### src/verilog/doppler_ctrl_pkg.sv
// package: register map, encodings, timing constants for the doppler mode/rate controller
// assumes: 40 MHz clock, axi4-lite register access, 32-bit data
package doppler_ctrl_pkg;

	// ****************************************
	// register byte offsets
	// ****************************************
	localparam logic [7:0] CTRL_OFF = 8'h00;
	localparam logic [7:0] LEVEL_OFF = 8'h04;
	localparam logic [7:0] PWM_DUTY_OFF = 8'h08;
	localparam logic [7:0] PWM_TIME_OFF = 8'h0c;
	localparam logic [7:0] PWM_HOLD_OFF = 8'h10;
	localparam logic [7:0] RATE_OFF = 8'h14;
	localparam logic [7:0] STATUS_OFF = 8'h18;

	// ****************************************
	// field positions
	// ****************************************
	localparam int OUT_MODE_LSB = 0;
	localparam int RUN_MODE_LSB = 2;
	localparam int SENS_EN_BIT = 4;
	localparam int AUTO_EN_BIT = 5;
	localparam int MAN_RATE_LSB = 8;
	localparam int SPEED_LSB = 12;
	localparam int REACT_LSB = 16;
	localparam int PWM_IDLE_LSB = 0;
	localparam int PWM_DET_LSB = 8;
	localparam int PWM_PERIOD_LSB = 16;
	localparam int FADE_IN_LSB = 0;
	localparam int FADE_OUT_LSB = 16;

	// ****************************************
	// encodings
	// ****************************************
	typedef enum logic [1:0] {OUT_LEVEL, OUT_PWM, OUT_UART} out_mode_type;
	typedef enum logic [1:0] {RUN_DETECT, RUN_SLEEP, RUN_DEEP} run_mode_type;
	// rate code 0..4 = 1,2,4,8,16 khz
	localparam logic [2:0] RATE_1K = 3'h0;
	localparam logic [2:0] RATE_2K = 3'h1;
	localparam logic [2:0] RATE_4K = 3'h2;
	localparam logic [2:0] RATE_16K = 3'h4;
	// speed code 0..7 = 0.39,0.52,0.77,1.55,3.10,6.20,12.40,24.80 m/s
	localparam logic [2:0] SPEED_1P55 = 3'h3;
	localparam logic [2:0] SPEED_3P10 = 3'h4;
	// sensitivity thresholds (percent) for 2,4,8,16 khz
	localparam logic [6:0] SENS_TH2 = 7'h28;
	localparam logic [6:0] SENS_TH4 = 7'h37;
	localparam logic [6:0] SENS_TH8 = 7'h46;
	localparam logic [6:0] SENS_TH16 = 7'h55;
	localparam logic [6:0] SENS_HYST = 7'h03;
	localparam logic [6:0] SENS_MAX = 7'h64;

	// ****************************************
	// reset values
	// ****************************************
	localparam logic [6:0] REACT_RST = 7'h07; // (n+1)*16 ms = 128 ms
	localparam logic [7:0] PWM_IDLE_RST = 8'h00;
	localparam logic [7:0] PWM_DET_RST = 8'hff;
	localparam logic [15:0] PWM_PERIOD_RST = 16'h03e8;
	localparam logic [15:0] FADE_RST = 16'h0064;
	localparam logic [15:0] HOLD_RST = 16'h03e8;

	// ****************************************
	// timing
	// ****************************************
	localparam int CLK_HZ = 40000000;
	localparam int SLEEP_WAKE_MS = 100;
	localparam int DEEP_WAKE_MS = 600;
	localparam int REACT_STEP_MS = 16;
	localparam int RATE_CLEAR_MS = 160;
	localparam int MS_CYCLES = CLK_HZ / 1000;
	localparam int SLEEP_WAKE_CYCLES = SLEEP_WAKE_MS * MS_CYCLES;
	localparam int DEEP_WAKE_CYCLES = DEEP_WAKE_MS * MS_CYCLES;

endpackage

### src/verilog/doppler_ctrl.sv
// doppler sensor mode / rate controller with axi4-lite registers
// assumes: one 40 MHz clock; motion and sensitivity voltage code arrive asynchronously from the front end
//
// What this block does
// - output pin runs level, pwm or serial mode; level after reset
// - level mode drives pin high while motion detected, low otherwise
// - level mode: host chooses motion type and optional inversion
// - pwm mode duty ratio changes, triggered by detection
// - pwm frequency, fades, idle duty, detect duty, hold time are settable
// - serial mode: host reads detection, settings and operating status
// - running modes detect, sleep, deep sleep; detect after reset
// - detect mode keeps radio on and evaluates motion
// - sleep stops radio; return to detect takes 100 ms
// - deep sleep cuts analog power; leaving takes 600 ms
// - analog sensitivity input enable, enabled after reset
// - percent = ceil(v*1.2/3.3*100-10) clamped 0..100
// - rate change clears buffer, forces non-detect up to reaction+160 ms
// - radio rate: 1k->1k, 2k->2k, higher -> continuous
// - manual rate rejected when below speed minimum
// - automatic rate control, default on, picks rate itself
// - speed map: <=1.55 1k, 3.10 2k, 6.20 4k, 12.40 8k, 24.80 16k
// - sensitivity map: 0-39,40-54,55-69,70-84,85-100 to 1k..16k
// - automatic rate is the higher of both maps
// - analog input: raise at threshold, lower only 3 percent below
// - reaction time 16..2048 ms in 16 ms steps, motion must persist
// - target speed 1.55 m/s after reset
//
// Local design decisions: the AXI4-Lite slave port and the register offsets.
`timescale 1ns/1ps
`default_nettype none
module doppler_ctrl #(
	parameter int SLEEP_WAKE_CYC = doppler_ctrl_pkg::SLEEP_WAKE_CYCLES,
	parameter int DEEP_WAKE_CYC = doppler_ctrl_pkg::DEEP_WAKE_CYCLES,
	parameter int MS_CYC = doppler_ctrl_pkg::MS_CYCLES
) (
	// clock and reset
	input wire logic clk_i,
	input wire logic rst_i,
	// axi4-lite write
	input wire logic [7:0] s_axi_awaddr,
	input wire logic s_axi_awvalid,
	output logic s_axi_awready,
	input wire logic [31:0] s_axi_wdata,
	input wire logic [3:0] s_axi_wstrb,
	input wire logic s_axi_wvalid,
	output logic s_axi_wready,
	output logic [1:0] s_axi_bresp,
	output logic s_axi_bvalid,
	input wire logic s_axi_bready,
	// axi4-lite read
	input wire logic [7:0] s_axi_araddr,
	input wire logic s_axi_arvalid,
	output logic s_axi_arready,
	output logic [31:0] s_axi_rdata,
	output logic [1:0] s_axi_rresp,
	output logic s_axi_rvalid,
	input wire logic s_axi_rready,
	// front end
	input wire logic approach_i,
	input wire logic leave_i,
	input wire logic [7:0] sens_voltage_code_i,
	// outputs
	output logic multi_mode_output_o,
	output logic radio_en_o,
	output logic continuous_transmission_o,
	output logic [2:0] radio_rate_o,
	output logic analog_power_en_o,
	output logic buffer_clear_o
);

	// ****************************************
	// register state
	// ****************************************
	doppler_ctrl_pkg::out_mode_type out_mode_reg;
	doppler_ctrl_pkg::run_mode_type run_mode_reg;
	logic sens_en_reg, auto_en_reg, invert_reg;
	logic [1:0] motion_sel_reg; // bit0 approach, bit1 leave
	logic [2:0] man_rate_reg, speed_reg, rate_reg;
	logic [6:0] react_reg, fixed_sens_reg;
	logic [7:0] pwm_idle_reg, pwm_det_reg;
	logic [15:0] pwm_period_reg, fade_in_reg, fade_out_reg, hold_reg;
	logic reject_reg;

	// ****************************************
	// input synchronisers
	// ****************************************
	logic [1:0] mot_s1_reg, mot_s2_reg;
	logic [7:0] vc_s1_reg, vc_s2_reg;
	always_ff @(posedge clk_i) begin
		mot_s1_reg <= {leave_i, approach_i};
		mot_s2_reg <= mot_s1_reg;
		vc_s1_reg <= sens_voltage_code_i;
		vc_s2_reg <= vc_s1_reg;
	end

	// ****************************************
	// analog sensitivity percent
	// ****************************************
	// code 0..255 = 0..3.3 v: pct = ceil(code*120/255 - 10); integer ceil via +254
	logic [15:0] sens_prod;
	logic [6:0] sens_pct;
	always_comb begin
		sens_prod = 16'(({8'h00, vc_s2_reg} * 16'h0078 + 16'h00fe) / 16'h00ff);
		if (sens_prod <= 16'h000a) sens_pct = 7'h00;
		else if (sens_prod - 16'h000a >= 16'(doppler_ctrl_pkg::SENS_MAX)) sens_pct = doppler_ctrl_pkg::SENS_MAX;
		else sens_pct = 7'(sens_prod - 16'h000a);
	end
	logic [6:0] analog_sensitivity_percent;
	assign analog_sensitivity_percent = sens_en_reg ? sens_pct : fixed_sens_reg;

	// ****************************************
	// rate selection
	// ****************************************
	logic [2:0] speed_rate, sens_rate, sens_rate_hyst, auto_rate, sens_rate_reg;
	always_comb begin
		speed_rate = (speed_reg <= doppler_ctrl_pkg::SPEED_1P55) ? doppler_ctrl_pkg::RATE_1K :
			3'(speed_reg - doppler_ctrl_pkg::SPEED_1P55);
		if (analog_sensitivity_percent >= doppler_ctrl_pkg::SENS_TH16) sens_rate = 3'h4;
		else if (analog_sensitivity_percent >= doppler_ctrl_pkg::SENS_TH8) sens_rate = 3'h3;
		else if (analog_sensitivity_percent >= doppler_ctrl_pkg::SENS_TH4) sens_rate = 3'h2;
		else if (analog_sensitivity_percent >= doppler_ctrl_pkg::SENS_TH2) sens_rate = 3'h1;
		else sens_rate = 3'h0;
		// hold the previous rate until 3 percent under its own threshold
		sens_rate_hyst = sens_rate;
		if (sens_en_reg && sens_rate < sens_rate_reg) begin
			case (sens_rate_reg)
				3'h1: if (analog_sensitivity_percent + doppler_ctrl_pkg::SENS_HYST > doppler_ctrl_pkg::SENS_TH2) sens_rate_hyst = 3'h1;
				3'h2: if (analog_sensitivity_percent + doppler_ctrl_pkg::SENS_HYST > doppler_ctrl_pkg::SENS_TH4) sens_rate_hyst = 3'h2;
				3'h3: if (analog_sensitivity_percent + doppler_ctrl_pkg::SENS_HYST > doppler_ctrl_pkg::SENS_TH8) sens_rate_hyst = 3'h3;
				3'h4: if (analog_sensitivity_percent + doppler_ctrl_pkg::SENS_HYST > doppler_ctrl_pkg::SENS_TH16) sens_rate_hyst = 3'h4;
				default: sens_rate_hyst = sens_rate;
			endcase
		end
		auto_rate = (speed_rate > sens_rate_hyst) ? speed_rate : sens_rate_hyst;
	end

	// applied rate; any change pulses the buffer clear
	logic [2:0] rate_next;
	assign rate_next = auto_en_reg ? auto_rate : man_rate_reg;
	logic rate_change;
	assign rate_change = (rate_next != rate_reg);
	always_ff @(posedge clk_i) begin
		if (rst_i) begin
			rate_reg <= doppler_ctrl_pkg::RATE_1K;
			sens_rate_reg <= doppler_ctrl_pkg::RATE_1K;
		end else begin
			rate_reg <= rate_next;
			sens_rate_reg <= sens_rate_hyst;
		end
	end

	// radio intermittent rate
	always_comb begin
		continuous_transmission_o = rate_reg >= doppler_ctrl_pkg::RATE_4K;
		radio_rate_o = rate_reg;
	end

	// ****************************************
	// running mode sequencer
	// ****************************************
	logic [31:0] wake_cnt_reg;
	logic deep_wake_reg;
	logic detect_active;
	assign detect_active = (run_mode_reg == doppler_ctrl_pkg::RUN_DETECT) && (wake_cnt_reg == 32'h0);
	always_ff @(posedge clk_i) begin
		if (rst_i) begin
			wake_cnt_reg <= 32'h0;
			deep_wake_reg <= 1'b0;
		end else if (run_mode_reg == doppler_ctrl_pkg::RUN_DEEP) begin
			deep_wake_reg <= 1'b1;
			wake_cnt_reg <= 32'(DEEP_WAKE_CYC);
		end else if (run_mode_reg == doppler_ctrl_pkg::RUN_SLEEP && !deep_wake_reg) begin
			wake_cnt_reg <= 32'(SLEEP_WAKE_CYC);
		end else if (wake_cnt_reg != 32'h0) begin
			wake_cnt_reg <= wake_cnt_reg - 32'h1;
		end else begin
			deep_wake_reg <= 1'b0;
		end
	end
	always_comb begin
		radio_en_o = detect_active;
		analog_power_en_o = (run_mode_reg != doppler_ctrl_pkg::RUN_DEEP);
	end

	// ****************************************
	// detection with reaction time
	// ****************************************
	// a rate change restarts the clear window: reaction + 160 ms of forced non-detect
	logic [15:0] ms_cnt_reg;
	logic [11:0] persist_ms_reg, clear_ms_reg;
	logic ms_tick, motion, detected_reg;
	assign ms_tick = (ms_cnt_reg == 16'(MS_CYC - 1));
	assign motion = |(mot_s2_reg & motion_sel_reg);
	always_ff @(posedge clk_i) begin
		if (rst_i) begin
			ms_cnt_reg <= 16'h0;
			persist_ms_reg <= 12'h0;
			clear_ms_reg <= 12'h0;
			detected_reg <= 1'b0;
		end else begin
			ms_cnt_reg <= ms_tick ? 16'h0 : ms_cnt_reg + 16'h1;
			if (rate_change) begin
				clear_ms_reg <= 12'(({5'h0, react_reg} + 12'h1) * 12'(doppler_ctrl_pkg::REACT_STEP_MS)
					+ 12'(doppler_ctrl_pkg::RATE_CLEAR_MS));
				persist_ms_reg <= 12'h0;
				detected_reg <= 1'b0;
			end else if (!detect_active) begin
				persist_ms_reg <= 12'h0;
				detected_reg <= 1'b0;
			end else if (ms_tick) begin
				if (clear_ms_reg != 12'h0) clear_ms_reg <= clear_ms_reg - 12'h1;
				if (!motion || clear_ms_reg != 12'h0) begin
					persist_ms_reg <= 12'h0;
					detected_reg <= 1'b0;
				end else begin
					if (persist_ms_reg != 12'hfff) persist_ms_reg <= persist_ms_reg + 12'h1;
					if (persist_ms_reg >= ({5'h0, react_reg} + 12'h1) * 12'(doppler_ctrl_pkg::REACT_STEP_MS))
						detected_reg <= 1'b1;
				end
			end
		end
	end
	assign buffer_clear_o = rate_change;

	// ****************************************
	// pwm fade engine
	// ****************************************
	typedef enum logic [1:0] {PWM_IDLE, PWM_FADE_IN, PWM_HOLD, PWM_FADE_OUT} pwm_state_type;
	pwm_state_type pwm_state_reg;
	logic [15:0] pwm_ms_reg, pwm_cnt_reg;
	logic [7:0] duty_reg;
	logic [23:0] span;
	logic [7:0] lo, hi, delta;
	always_comb begin
		lo = (pwm_det_reg > pwm_idle_reg) ? pwm_idle_reg : pwm_det_reg;
		hi = (pwm_det_reg > pwm_idle_reg) ? pwm_det_reg : pwm_idle_reg;
		delta = hi - lo;
		span = 24'h0;
		case (pwm_state_reg)
			PWM_FADE_IN: span = (fade_in_reg == 16'h0) ? 24'h0 :
				24'(({8'h0, delta} * {8'h0, pwm_ms_reg}) / {8'h0, fade_in_reg});
			PWM_FADE_OUT: span = (fade_out_reg == 16'h0) ? 24'h0 :
				24'(({8'h0, delta} * {8'h0, pwm_ms_reg}) / {8'h0, fade_out_reg});
			default: span = 24'h0;
		endcase
	end
	always_ff @(posedge clk_i) begin
		if (rst_i) begin
			pwm_state_reg <= PWM_IDLE;
			pwm_ms_reg <= 16'h0;
			duty_reg <= doppler_ctrl_pkg::PWM_IDLE_RST;
		end else begin
			case (pwm_state_reg)
				PWM_IDLE: begin
					duty_reg <= pwm_idle_reg;
					pwm_ms_reg <= 16'h0;
					if (detected_reg) pwm_state_reg <= PWM_FADE_IN;
				end
				PWM_FADE_IN: begin
					duty_reg <= (pwm_det_reg > pwm_idle_reg) ? 8'(lo + span[7:0]) : 8'(hi - span[7:0]);
					if (ms_tick) pwm_ms_reg <= pwm_ms_reg + 16'h1;
					if (pwm_ms_reg >= fade_in_reg) begin
						pwm_state_reg <= PWM_HOLD;
						pwm_ms_reg <= 16'h0;
					end
				end
				PWM_HOLD: begin
					duty_reg <= pwm_det_reg;
					if (detected_reg) pwm_ms_reg <= 16'h0; // hold counts from motion end
					else if (ms_tick) pwm_ms_reg <= pwm_ms_reg + 16'h1;
					if (!detected_reg && pwm_ms_reg >= hold_reg) begin
						pwm_state_reg <= PWM_FADE_OUT;
						pwm_ms_reg <= 16'h0;
					end
				end
				PWM_FADE_OUT: begin
					duty_reg <= (pwm_det_reg > pwm_idle_reg) ? 8'(hi - span[7:0]) : 8'(lo + span[7:0]);
					if (ms_tick) pwm_ms_reg <= pwm_ms_reg + 16'h1;
					if (detected_reg) begin
						pwm_state_reg <= PWM_FADE_IN;
						pwm_ms_reg <= 16'h0;
					end else if (pwm_ms_reg >= fade_out_reg) pwm_state_reg <= PWM_IDLE;
				end
				default: pwm_state_reg <= PWM_IDLE;
			endcase
		end
	end

	// carrier: period in clocks, duty in 1/255 of it
	logic [15:0] pwm_phase_reg;
	logic [23:0] pwm_thresh;
	logic pwm_out;
	assign pwm_thresh = 24'(({8'h0, pwm_period_reg} * {16'h0, duty_reg}) / 24'h0000ff);
	assign pwm_out = {8'h0, pwm_phase_reg} < pwm_thresh;
	always_ff @(posedge clk_i) begin
		if (rst_i) pwm_phase_reg <= 16'h0;
		else if (pwm_phase_reg + 16'h1 >= pwm_period_reg) pwm_phase_reg <= 16'h0;
		else pwm_phase_reg <= pwm_phase_reg + 16'h1;
	end

	// output pin
	always_ff @(posedge clk_i) begin
		if (rst_i) multi_mode_output_o <= 1'b0;
		else case (out_mode_reg)
			doppler_ctrl_pkg::OUT_LEVEL: multi_mode_output_o <= detected_reg ^ invert_reg;
			doppler_ctrl_pkg::OUT_PWM: multi_mode_output_o <= pwm_out;
			default: multi_mode_output_o <= 1'b0; // serial mode: status is read over the bus
		endcase
	end

	// ****************************************
	// axi4-lite slave
	// ****************************************
	logic aw_held_reg, w_held_reg;
	logic [7:0] aw_addr_reg;
	logic [31:0] w_data_reg;
	logic [3:0] w_strb_reg;
	logic wr_go;
	logic [31:0] wd;
	assign s_axi_awready = !aw_held_reg && !s_axi_bvalid;
	assign s_axi_wready = !w_held_reg && !s_axi_bvalid;
	assign s_axi_arready = !s_axi_rvalid;
	assign wr_go = aw_held_reg && w_held_reg;
	always_comb begin
		wd = 32'h0;
		for (int i = 0; i < 4; i++) wd[i*8 +: 8] = w_strb_reg[i] ? w_data_reg[i*8 +: 8] : 8'h00;
	end
	// rates below the minimum for the speed in the same write are rejected
	logic man_ok;
	assign man_ok = (wd[doppler_ctrl_pkg::SPEED_LSB +: 3] <= doppler_ctrl_pkg::SPEED_1P55) ||
		(wd[doppler_ctrl_pkg::MAN_RATE_LSB +: 3] >= 3'(wd[doppler_ctrl_pkg::SPEED_LSB +: 3] - doppler_ctrl_pkg::SPEED_1P55));

	always_ff @(posedge clk_i) begin
		if (rst_i) begin
			aw_held_reg <= 1'b0;
			w_held_reg <= 1'b0;
			aw_addr_reg <= 8'h0;
			w_data_reg <= 32'h0;
			w_strb_reg <= 4'h0;
			s_axi_bvalid <= 1'b0;
			s_axi_bresp <= 2'b00;
		end else begin
			if (s_axi_awvalid && s_axi_awready) begin
				aw_held_reg <= 1'b1;
				aw_addr_reg <= s_axi_awaddr;
			end
			if (s_axi_wvalid && s_axi_wready) begin
				w_held_reg <= 1'b1;
				w_data_reg <= s_axi_wdata;
				w_strb_reg <= s_axi_wstrb;
			end
			if (wr_go) begin
				aw_held_reg <= 1'b0;
				w_held_reg <= 1'b0;
				s_axi_bvalid <= 1'b1;
				s_axi_bresp <= (aw_addr_reg > doppler_ctrl_pkg::RATE_OFF) ? 2'b10 : 2'b00;
			end else if (s_axi_bvalid && s_axi_bready) s_axi_bvalid <= 1'b0;
		end
	end

	// register writes; full-word fields, byte strobes mask the data
	always_ff @(posedge clk_i) begin
		if (rst_i) begin
			out_mode_reg <= doppler_ctrl_pkg::OUT_LEVEL;
			run_mode_reg <= doppler_ctrl_pkg::RUN_DETECT;
			sens_en_reg <= 1'b1;
			auto_en_reg <= 1'b1;
			man_rate_reg <= doppler_ctrl_pkg::RATE_1K;
			speed_reg <= doppler_ctrl_pkg::SPEED_1P55;
			react_reg <= doppler_ctrl_pkg::REACT_RST;
			motion_sel_reg <= 2'b11;
			invert_reg <= 1'b0;
			fixed_sens_reg <= doppler_ctrl_pkg::SENS_MAX;
			pwm_idle_reg <= doppler_ctrl_pkg::PWM_IDLE_RST;
			pwm_det_reg <= doppler_ctrl_pkg::PWM_DET_RST;
			pwm_period_reg <= doppler_ctrl_pkg::PWM_PERIOD_RST;
			fade_in_reg <= doppler_ctrl_pkg::FADE_RST;
			fade_out_reg <= doppler_ctrl_pkg::FADE_RST;
			hold_reg <= doppler_ctrl_pkg::HOLD_RST;
			reject_reg <= 1'b0;
		end else if (wr_go) begin
			case (aw_addr_reg)
				doppler_ctrl_pkg::CTRL_OFF: begin
					if (wd[doppler_ctrl_pkg::OUT_MODE_LSB +: 2] != 2'h3)
						out_mode_reg <= doppler_ctrl_pkg::out_mode_type'(wd[doppler_ctrl_pkg::OUT_MODE_LSB +: 2]);
					if (wd[doppler_ctrl_pkg::RUN_MODE_LSB +: 2] != 2'h3)
						run_mode_reg <= doppler_ctrl_pkg::run_mode_type'(wd[doppler_ctrl_pkg::RUN_MODE_LSB +: 2]);
					sens_en_reg <= wd[doppler_ctrl_pkg::SENS_EN_BIT];
					react_reg <= wd[doppler_ctrl_pkg::REACT_LSB +: 7];
					if (wd[doppler_ctrl_pkg::AUTO_EN_BIT] || (man_ok && wd[doppler_ctrl_pkg::MAN_RATE_LSB +: 3] <= doppler_ctrl_pkg::RATE_16K)) begin
						auto_en_reg <= wd[doppler_ctrl_pkg::AUTO_EN_BIT];
						speed_reg <= wd[doppler_ctrl_pkg::SPEED_LSB +: 3];
						man_rate_reg <= wd[doppler_ctrl_pkg::MAN_RATE_LSB +: 3];
						reject_reg <= 1'b0;
					end else reject_reg <= 1'b1;
				end
				doppler_ctrl_pkg::LEVEL_OFF: begin
					motion_sel_reg <= wd[1:0];
					invert_reg <= wd[2];
					fixed_sens_reg <= (wd[14:8] > doppler_ctrl_pkg::SENS_MAX) ? doppler_ctrl_pkg::SENS_MAX : wd[14:8];
				end
				doppler_ctrl_pkg::PWM_DUTY_OFF: begin
					pwm_idle_reg <= wd[doppler_ctrl_pkg::PWM_IDLE_LSB +: 8];
					pwm_det_reg <= wd[doppler_ctrl_pkg::PWM_DET_LSB +: 8];
					pwm_period_reg <= wd[doppler_ctrl_pkg::PWM_PERIOD_LSB +: 16];
				end
				doppler_ctrl_pkg::PWM_TIME_OFF: begin
					fade_in_reg <= wd[doppler_ctrl_pkg::FADE_IN_LSB +: 16];
					fade_out_reg <= wd[doppler_ctrl_pkg::FADE_OUT_LSB +: 16];
				end
				doppler_ctrl_pkg::PWM_HOLD_OFF: hold_reg <= wd[15:0];
				default: reject_reg <= reject_reg;
			endcase
		end
	end

	// reads: settings and live status
	always_ff @(posedge clk_i) begin
		if (rst_i) begin
			s_axi_rvalid <= 1'b0;
			s_axi_rdata <= 32'h0;
			s_axi_rresp <= 2'b00;
		end else if (s_axi_arvalid && s_axi_arready) begin
			s_axi_rvalid <= 1'b1;
			s_axi_rresp <= 2'b00;
			case (s_axi_araddr)
				doppler_ctrl_pkg::CTRL_OFF: s_axi_rdata <= {9'h0, react_reg, 1'b0, speed_reg, 1'b0, man_rate_reg,
					2'h0, auto_en_reg, sens_en_reg, run_mode_reg, out_mode_reg};
				doppler_ctrl_pkg::LEVEL_OFF: s_axi_rdata <= {17'h0, fixed_sens_reg, 5'h0, invert_reg, motion_sel_reg};
				doppler_ctrl_pkg::PWM_DUTY_OFF: s_axi_rdata <= {pwm_period_reg, pwm_det_reg, pwm_idle_reg};
				doppler_ctrl_pkg::PWM_TIME_OFF: s_axi_rdata <= {fade_out_reg, fade_in_reg};
				doppler_ctrl_pkg::PWM_HOLD_OFF: s_axi_rdata <= {16'h0, hold_reg};
				doppler_ctrl_pkg::RATE_OFF: s_axi_rdata <= {21'h0, analog_sensitivity_percent, 1'b0, rate_reg};
				doppler_ctrl_pkg::STATUS_OFF: s_axi_rdata <= {26'h0, reject_reg, clear_ms_reg != 12'h0,
					detect_active, mot_s2_reg[1] & detected_reg, mot_s2_reg[0] & detected_reg, detected_reg};
				default: begin
					s_axi_rdata <= 32'h0;
					s_axi_rresp <= 2'b10;
				end
			endcase
		end else if (s_axi_rvalid && s_axi_rready) s_axi_rvalid <= 1'b0;
	end

endmodule
`default_nettype wire

### config.mk
export PLATFORM = sky130hd
export DESIGN_NAME = doppler_ctrl
export DESIGN_NICKNAME = d
export VERILOG_FILES = /design/src/verilog/doppler_ctrl_pkg.sv /design/src/verilog/doppler_ctrl.sv
export SDC_FILE = /design/constraint.sdc
export NUM_CORES = 2
export LEC_CHECK = 0
export ABC_CLOCK_PERIOD_IN_PS = 153100
export BUFFER_PORTS_ARGS = -buffer_cell sky130_fd_sc_hd__clkbuf_2
export CAP_MARGIN = 20
export CORE_AREA = 2 2 266 334
export CTS_CLUSTER_SIZE = 24
export DETAILED_ROUTE_END_ITERATION = 6
export DIE_AREA = 0 0 268 336
export GPL_TIMING_DRIVEN = 0
export HOLD_SLACK_MARGIN = 0.05
export PLACE_DENSITY = 0.9
export SLEW_MARGIN = 20
export SYNTH_ARGS = -nofsm -noshare
export SYNTH_HDL_FRONTEND = slang
export SYNTH_SLANG_ARGS = --single-unit
### constraint.sdc
create_clock -name clk_i -period 153.1 [get_ports clk_i]
set_input_delay 7.655 -clock clk_i [delete_from_list [all_inputs] [get_ports clk_i]]
set_output_delay 7.655 -clock clk_i [all_outputs]
set_load 0.005 [all_outputs]
; ---- Word-level counts from Yosys, hierarchy flattened
; Index checks and enable logic that the tools add are counted.
[totals]
register_bits = 337
inputBits = 69
out_inout_bits = 49
wordCells = 258
[op_classes]
n_addsub = 16
n_mul = 3
n_div = 4
order_cmp = 26
n_eq_ne = 32
n_mux = 63
bitwise = 5
n_reduce_logical = 63
[ops]
columns = cell, n
row1 = $pmux 32 s7, 1
row2 = $mux 8, 10
row3 = $mux 25, 3
row4 = $mux 12, 6
row5 = $ge 16x16->1, 4
row6 = $mux 16, 4
row7 = $pmux 16 s4, 1
row8 = $add 16x1->16 const B, 3
row9 = $div 24x16->24, 2
row10 = $eq 8x4->1 const B, 4
row11 = $eq 8x5->1 const B, 4
row12 = $logic_not 16->1, 2
row13 = $logic_not 32->1, 1
row14 = $pmux 8 s4, 1
row15 = $reduce_bool 32->1, 1
row16 = $sub 32x1->32 const B, 1
row17 = $mux 7, 4
row18 = $mux 3, 9
row19 = $div 24x8->24 const B, 1
row20 = $lt 16x24->1, 1
row21 = $mul 16x8->24, 1
row22 = $mul 8x16->24, 1
row23 = $gt 7x7->1 const B, 3
row24 = $mux 2, 9
row25 = other kinds (60), 135

; ---- Depth between registers and ports, before layout
[logic_depth]
word_depth = 22
depth_mapped = 461
ltp_nobuf = 436

; ---- Least setup slack after synthesis
; OpenSTA, ideal clock, no wires.
[synth_path]
path_type = flip-flop to flip-flop
start = reg pwm_idle_reg[1]
end = reg duty_reg[7]
setup_ps = 95
arrival_ps = 80186
required_time_ps = 153005
path_slack_ps = 72818
stages_incl_launch_ff = 449
n_path_buf = 31
period_less_slack_ps = 80282
cell_sequence = dfxtp_1 inv_1 ha_1 a21oi_1 nor2_1 o21ai_0 nand2b_1 a21oi_1 o21ai_0 o31ai_1 clkbuf_1 buf_1 nand2_1 o21ai_0 nand2b_1 nand2_1 a21oi_1 o22ai_1 [... 413 more ...] a21oi_1 o31ai_1 nor3_1 o21ai_0 o31ai_1 o211ai_1 ha_1 a21o_1 a21oi_1 o21bai_1 a21oi_1 o21bai_1 a21oi_1 mux2i_1 xor2_1 xnor2_1 a22oi_1 a221oi_1
[synth_between]
elab_chain_cells = 10
word_cells_on_any_way = 15
cone_classes = 3 x add/sub / 1 x mul / 2 x div / 1 x order compare / 8 x mux
[synth_rtl]
columns = item, line_no
row1 = start: declaration, doppler_ctrl.sv:80  ; logic [7:0] pwm_idle_reg, pwm_det_reg;
row2 = start signal: assignment, doppler_ctrl.sv:374  ; pwm_idle_reg <= doppler_ctrl_pkg::PWM_IDLE_RST;
row3 = start signal: assignment, doppler_ctrl.sv:403  ; pwm_idle_reg <= wd[doppler_ctrl_pkg::PWM_IDLE_LSB +: 8];
row4 = $gt 8x8->1, n/a
row5 = "$mux 8, on equally long branches", "doppler_ctrl.sv:236, doppler_ctrl.sv:235"
row6 = $sub 8x8->8, doppler_ctrl.sv:237  ; delta = hi - lo;
row7 = $mul 8x16->24, "doppler_ctrl.sv:241, doppler_ctrl.sv:243"
row8 = "$div 24x16->24, on equally long branches", "doppler_ctrl.sv:243, doppler_ctrl.sv:241"
row9 = "$mux 8, on equally long branches", "doppler_ctrl.sv:242, doppler_ctrl.sv:240"
row10 = $pmux 8 s2, doppler_ctrl.sv:239  ; case (pwm_state_reg)
row11 = $add 8x8->8 or $sub 8x8->8 (tied branches), "doppler_ctrl.sv:260, doppler_ctrl.sv:277"
row12 = "$mux 8, on equally long branches", "doppler_ctrl.sv:277, doppler_ctrl.sv:260"
row13 = $pmux 8 s4 (*), doppler_ctrl.sv:253  ; case (pwm_state_reg)
row14 = end signal: assignment, doppler_ctrl.sv:255  ; duty_reg <= pwm_idle_reg;
row15 = end signal: assignment, doppler_ctrl.sv:260  ; duty_reg <= (pwm_det_reg > pwm_idle_reg) ? 8'(lo + span[7:0]) : 8'(hi - span[7:0]);
row16 = end signal: assignment, doppler_ctrl.sv:277  ; duty_reg <= (pwm_det_reg > pwm_idle_reg) ? 8'(hi - span[7:0]) : 8'(lo + span[7:0]);
row17 = end: declaration, doppler_ctrl.sv:231  ; logic [7:0] duty_reg;
; Mark *: on every way between the ends. The rest lies on a longest branch, timed or not.
; A chain may end at the register's enable or synchronous reset.

; ---- Worst setup path in the final report
[layout_path]
start = reg pwm_det_reg[0]
end = reg duty_reg[7]
[layout_between]
elab_chain_cells = 10
word_cells_on_any_way = 15
cone_classes = 3 x add/sub / 1 x mul / 2 x div / 1 x order compare / 8 x mux
[layout_rtl]
columns = item, line_no
row1 = start: declaration, doppler_ctrl.sv:80
row2 = start signal: assignment, doppler_ctrl.sv:375  ; pwm_det_reg <= doppler_ctrl_pkg::PWM_DET_RST;
row3 = start signal: assignment, doppler_ctrl.sv:404  ; pwm_det_reg <= wd[doppler_ctrl_pkg::PWM_DET_LSB +: 8];
row4 = $gt 8x8->1, n/a
row5 = "$mux 8, on equally long branches", "doppler_ctrl.sv:236, doppler_ctrl.sv:235"
row6 = $sub 8x8->8, doppler_ctrl.sv:237
row7 = $mul 8x16->24, "doppler_ctrl.sv:241, doppler_ctrl.sv:243"
row8 = "$div 24x16->24, on equally long branches", "doppler_ctrl.sv:243, doppler_ctrl.sv:241"
row9 = "$mux 8, on equally long branches", "doppler_ctrl.sv:242, doppler_ctrl.sv:240"
row10 = $pmux 8 s2, doppler_ctrl.sv:239
row11 = $add 8x8->8 or $sub 8x8->8 (tied branches), "doppler_ctrl.sv:260, doppler_ctrl.sv:277"
row12 = "$mux 8, on equally long branches", "doppler_ctrl.sv:277, doppler_ctrl.sv:260"
row13 = $pmux 8 s4 (*), doppler_ctrl.sv:253
; Marks and branches as above.

==> results.json <==
{
  "relSlewSlack_pct": 12.67,
  "status": "finished, violations left",
  "first_pass_iters": 7,
  "rows": 121,
  "syn-cell-area_um2": 56160,
  "ant_nets": 0,
  "worstSkewPairLatency_ps": 570,
  "worstSetupStartpointType": "flip-flop",
  "required_ps": 153560,
  "cts_tree": "built",
  "tns_ps": 0,
  "layout_common_cells": "793 x nand2_1, 787 x ha_1, 673 x nor2_1",
  "fin_crit_sh_pct": 62.85,
  "die_w_um": 268,
  "period_needed_ps": 96230,
  "coreArea_um2": 86750,
  "clockBufferDepth": 3,
  "cap_violations": 0,
  "min_from": "vc_s1_reg[1]",
  "grt_pass1_vias": 57050,
  "synth_edf_count": 0,
  "min_path_type": "flip-flop to flip-flop",
  "avgSynthCellArea_um2": 7.496,
  "path_common_cell": "o21a_1",
  "cpMaxStageDelayCell": "o31ai_1",
  "cts_setup_buffers": 0,
  "diodes": 0,
  "holdPathEnd": "vc_s2_reg[1]",
  "fp.dieArea_um2": 90050,
  "synth_warnings": 0,
  "path_delay_family": "compound AO/OA/AOI/OAI gates",
  "post_cts_resized": 0,
  "postCtsHoldBufs": 0,
  "path_buf_inv": 44,
  "postRouteWirelength_mm": 172.0,
  "area_growth_syn_to_layout_pct": 5.969,
  "start_util_pct": 64.74,
  "critPathKind": "flip-flop to flip-flop",
  "skew_ps": 28.13,
  "hold_viol_final": 0,
  "antenna_found_initial": 5,
  "nets": 8687,
  "whs_path_depth": 0,
  "grt_pass1_wl_mm": 277.5,
  "ys_ff_latch": 335,
  "cp_max_fo": 10,
  "port_buffers": 114,
  "yosysUniqueCellTypes": 132,
  "post-dp-hpwl_mm": 137.6,
  "die-height_um": 336,
  "cts_sinks": 335,
  "remaining_drc_errors": 4,
  "htreeDepth": 2,
  "routabilityCongestion": 1.042,
  "synthFlopType": "dfxtp_1",
  "r2r_slack_ps": 56870,
  "yosysSeqAreaShare_pct": 11.94,
  "slew_viol_final": 0,
  "via_per_inst": 6.597,
  "num_vias": 58330,
  "r2r_end": "duty_reg[7]",
  "slowest_delay_ps": 930,
  "violations": "design-rule violations",
  "async_flop_share_pct": 0,
  "numCtsBuffers": 37,
  "root_buffer": "clkbuf_16",
  "worstRegToRegCells": 443,
  "rsz0062_at_grt": "false",
  "overflow": 0,
  "layout-drive-gt1-share_pct": 6.085,
  "grt_util_all_layers_pct": 37.31,
  "r2r_start": "pwm_det_reg[0]",
  "tightest_slew_ps": 1293,
  "synthCells": 7492,
  "max_freq_mhz": 10.39,
  "drt_iter0_drc": 5159,
  "final_common_cell": "nand2_1",
  "grt_max_degree": 26,
  "endpoint_kind": "flip-flop",
  "setup_viol": 0,
  "detail_route.wl_per_cell_um": 19.45,
  "crit_arrival_ps": 96690,
  "ios": 118,
  "path_clk_slew_ps": 70
}
-- per-stage QoR --
step / area, µm² / utilization, % / setup slack [ps] / hold WS, ps / std cells
6_report: 59510 / 68.60 / 56870 / 324.6 / 8842
2_1_floorplan: 56160 / - / 72820 / 309.6 / 7493
5_1_grt: 59510 / 68.60 / 49930 / 330.7 / 8842
3_5_place_dp: 58230 / 67.12 / 58980 / 312.1 / 8776
3_3_place_gp: 58200 / 67.08 / 60970 / 310.6 / 8775
4_1_cts: 59490 / 68.58 / 58710 / 326.3 / 8841
-- Yosys cell counts, types with 11 or more instances --
cell type | count | area [µm²]
inv_1 | 441 | 1655
nor4b_1 | 11 | 96.34
or3_1 | 64 | 400.4
mux2_2 | 104 | 1171
o22ai_1 | 25 | 156.4
nor4_1 | 48 | 300.3
buf_2 | 18 | 90.09
a31oi_1 | 64 | 400.4
o31ai_1 | 184 | 1381
a211oi_1 | 56 | 420.4
a22oi_1 | 54 | 405.4
a211o_1 | 20 | 175.2
o31a_1 | 16 | 140.1
nand2b_1 | 96 | 600.6
xor2_1 | 134 | 1174
a21boi_0 | 13 | 97.59
nor2_1 | 673 | 2526
a21oi_1 | 489 | 2447
nand4_1 | 72 | 450.4
nand3b_1 | 15 | 112.6
o21ai_1 | 28 | 140.1
nor3_1 | 428 | 2142
a21o_1 | 134 | 1006
fa_1 | 183 | 3664
or4_1 | 21 | 157.7
nor2b_1 | 120 | 750.7
or2_2 | 52 | 325.3
a221oi_1 | 13 | 113.9
o21bai_1 | 32 | 240.2
and2_1 | 172 | 1076
a31o_2 | 22 | 192.7
dfxtp_1 | 335 | 6706
nand3_1 | 138 | 690.7
o21ai_0 | 278 | 1391
o21a_1 | 384 | 2883
xnor2_1 | 238 | 2085
mux2i_1 | 77 | 770.7
nand2_1 | 793 | 2977
and4_1 | 15 | 131.4
buf_1 | 19 | 71.32
o211ai_1 | 73 | 548.0
and3_1 | 45 | 281.5
ha_1 | 787 | 9847
clkbuf_1 | 234 | 878.3
-- worst max-delay path by stage --
stage               startpoint          end  slack (ps)  depth (start not counted)
2_1_floorplan  pwm_idle_reg[1]  duty_reg[7]       72820                        448
3_3_place_gp    pwm_det_reg[0]  duty_reg[7]       60970                        444
3_5_place_dp    pwm_det_reg[0]  duty_reg[7]       58980                        444
4_1_cts         pwm_det_reg[0]  duty_reg[7]       58710                        444
5_1_grt         pwm_det_reg[0]  duty_reg[7]       49930                        443
6_report        pwm_det_reg[0]  duty_reg[7]       56870                        443
-- area by class of cell --
class / count / area (µm²)
buffer: 276 / 1077
clock buffer: 47 / 1033
clock inverter: 18 / 229.0
fill: 7013 / 27240
inverter: 445 / 1675
multi-input combinational: 6437 / 46740
sequential: 335 / 6706
tap: 1168 / 1461
timing repair buffer: 116 / 593.1
-- logic make-up (layout without fill, tap and decap cells) --
| group | count (synthesis) | after routing | synth area share [%] |
|---|---|---|---|
| AND/OR/NAND/NOR | 2808 | 2808 | 24.01 |
| other | 2 | 3 | 0.01337 |
| buffers and inverters | 721 | 902 | 4.901 |
| AO/OA/AOI/OAI | 2095 | 2095 | 25.56 |
| flip-flops | 335 | 335 | 11.94 |
| multiplexers | 181 | 181 | 3.458 |
| XOR/XNOR | 377 | 377 | 6.002 |
| adder cells (fa/ha/maj) | 973 | 973 | 24.11 |
-- layer usage --
layer  part of all wire, %  wire length (µm)  track usage, %  vias up
met2                    47             81020           64.20     2570
met5                 0.040                68               0        -
met3                   7.7             13300           6.672      890
met4                   8.1             13860           27.42       10
li1                      -                 -               -    27460
met1                    37             63720           41.08    27400
Power is left out: the tool's default activity adds up to more than one toggle a clock period on the data nets, which glitch-free logic cannot reach.
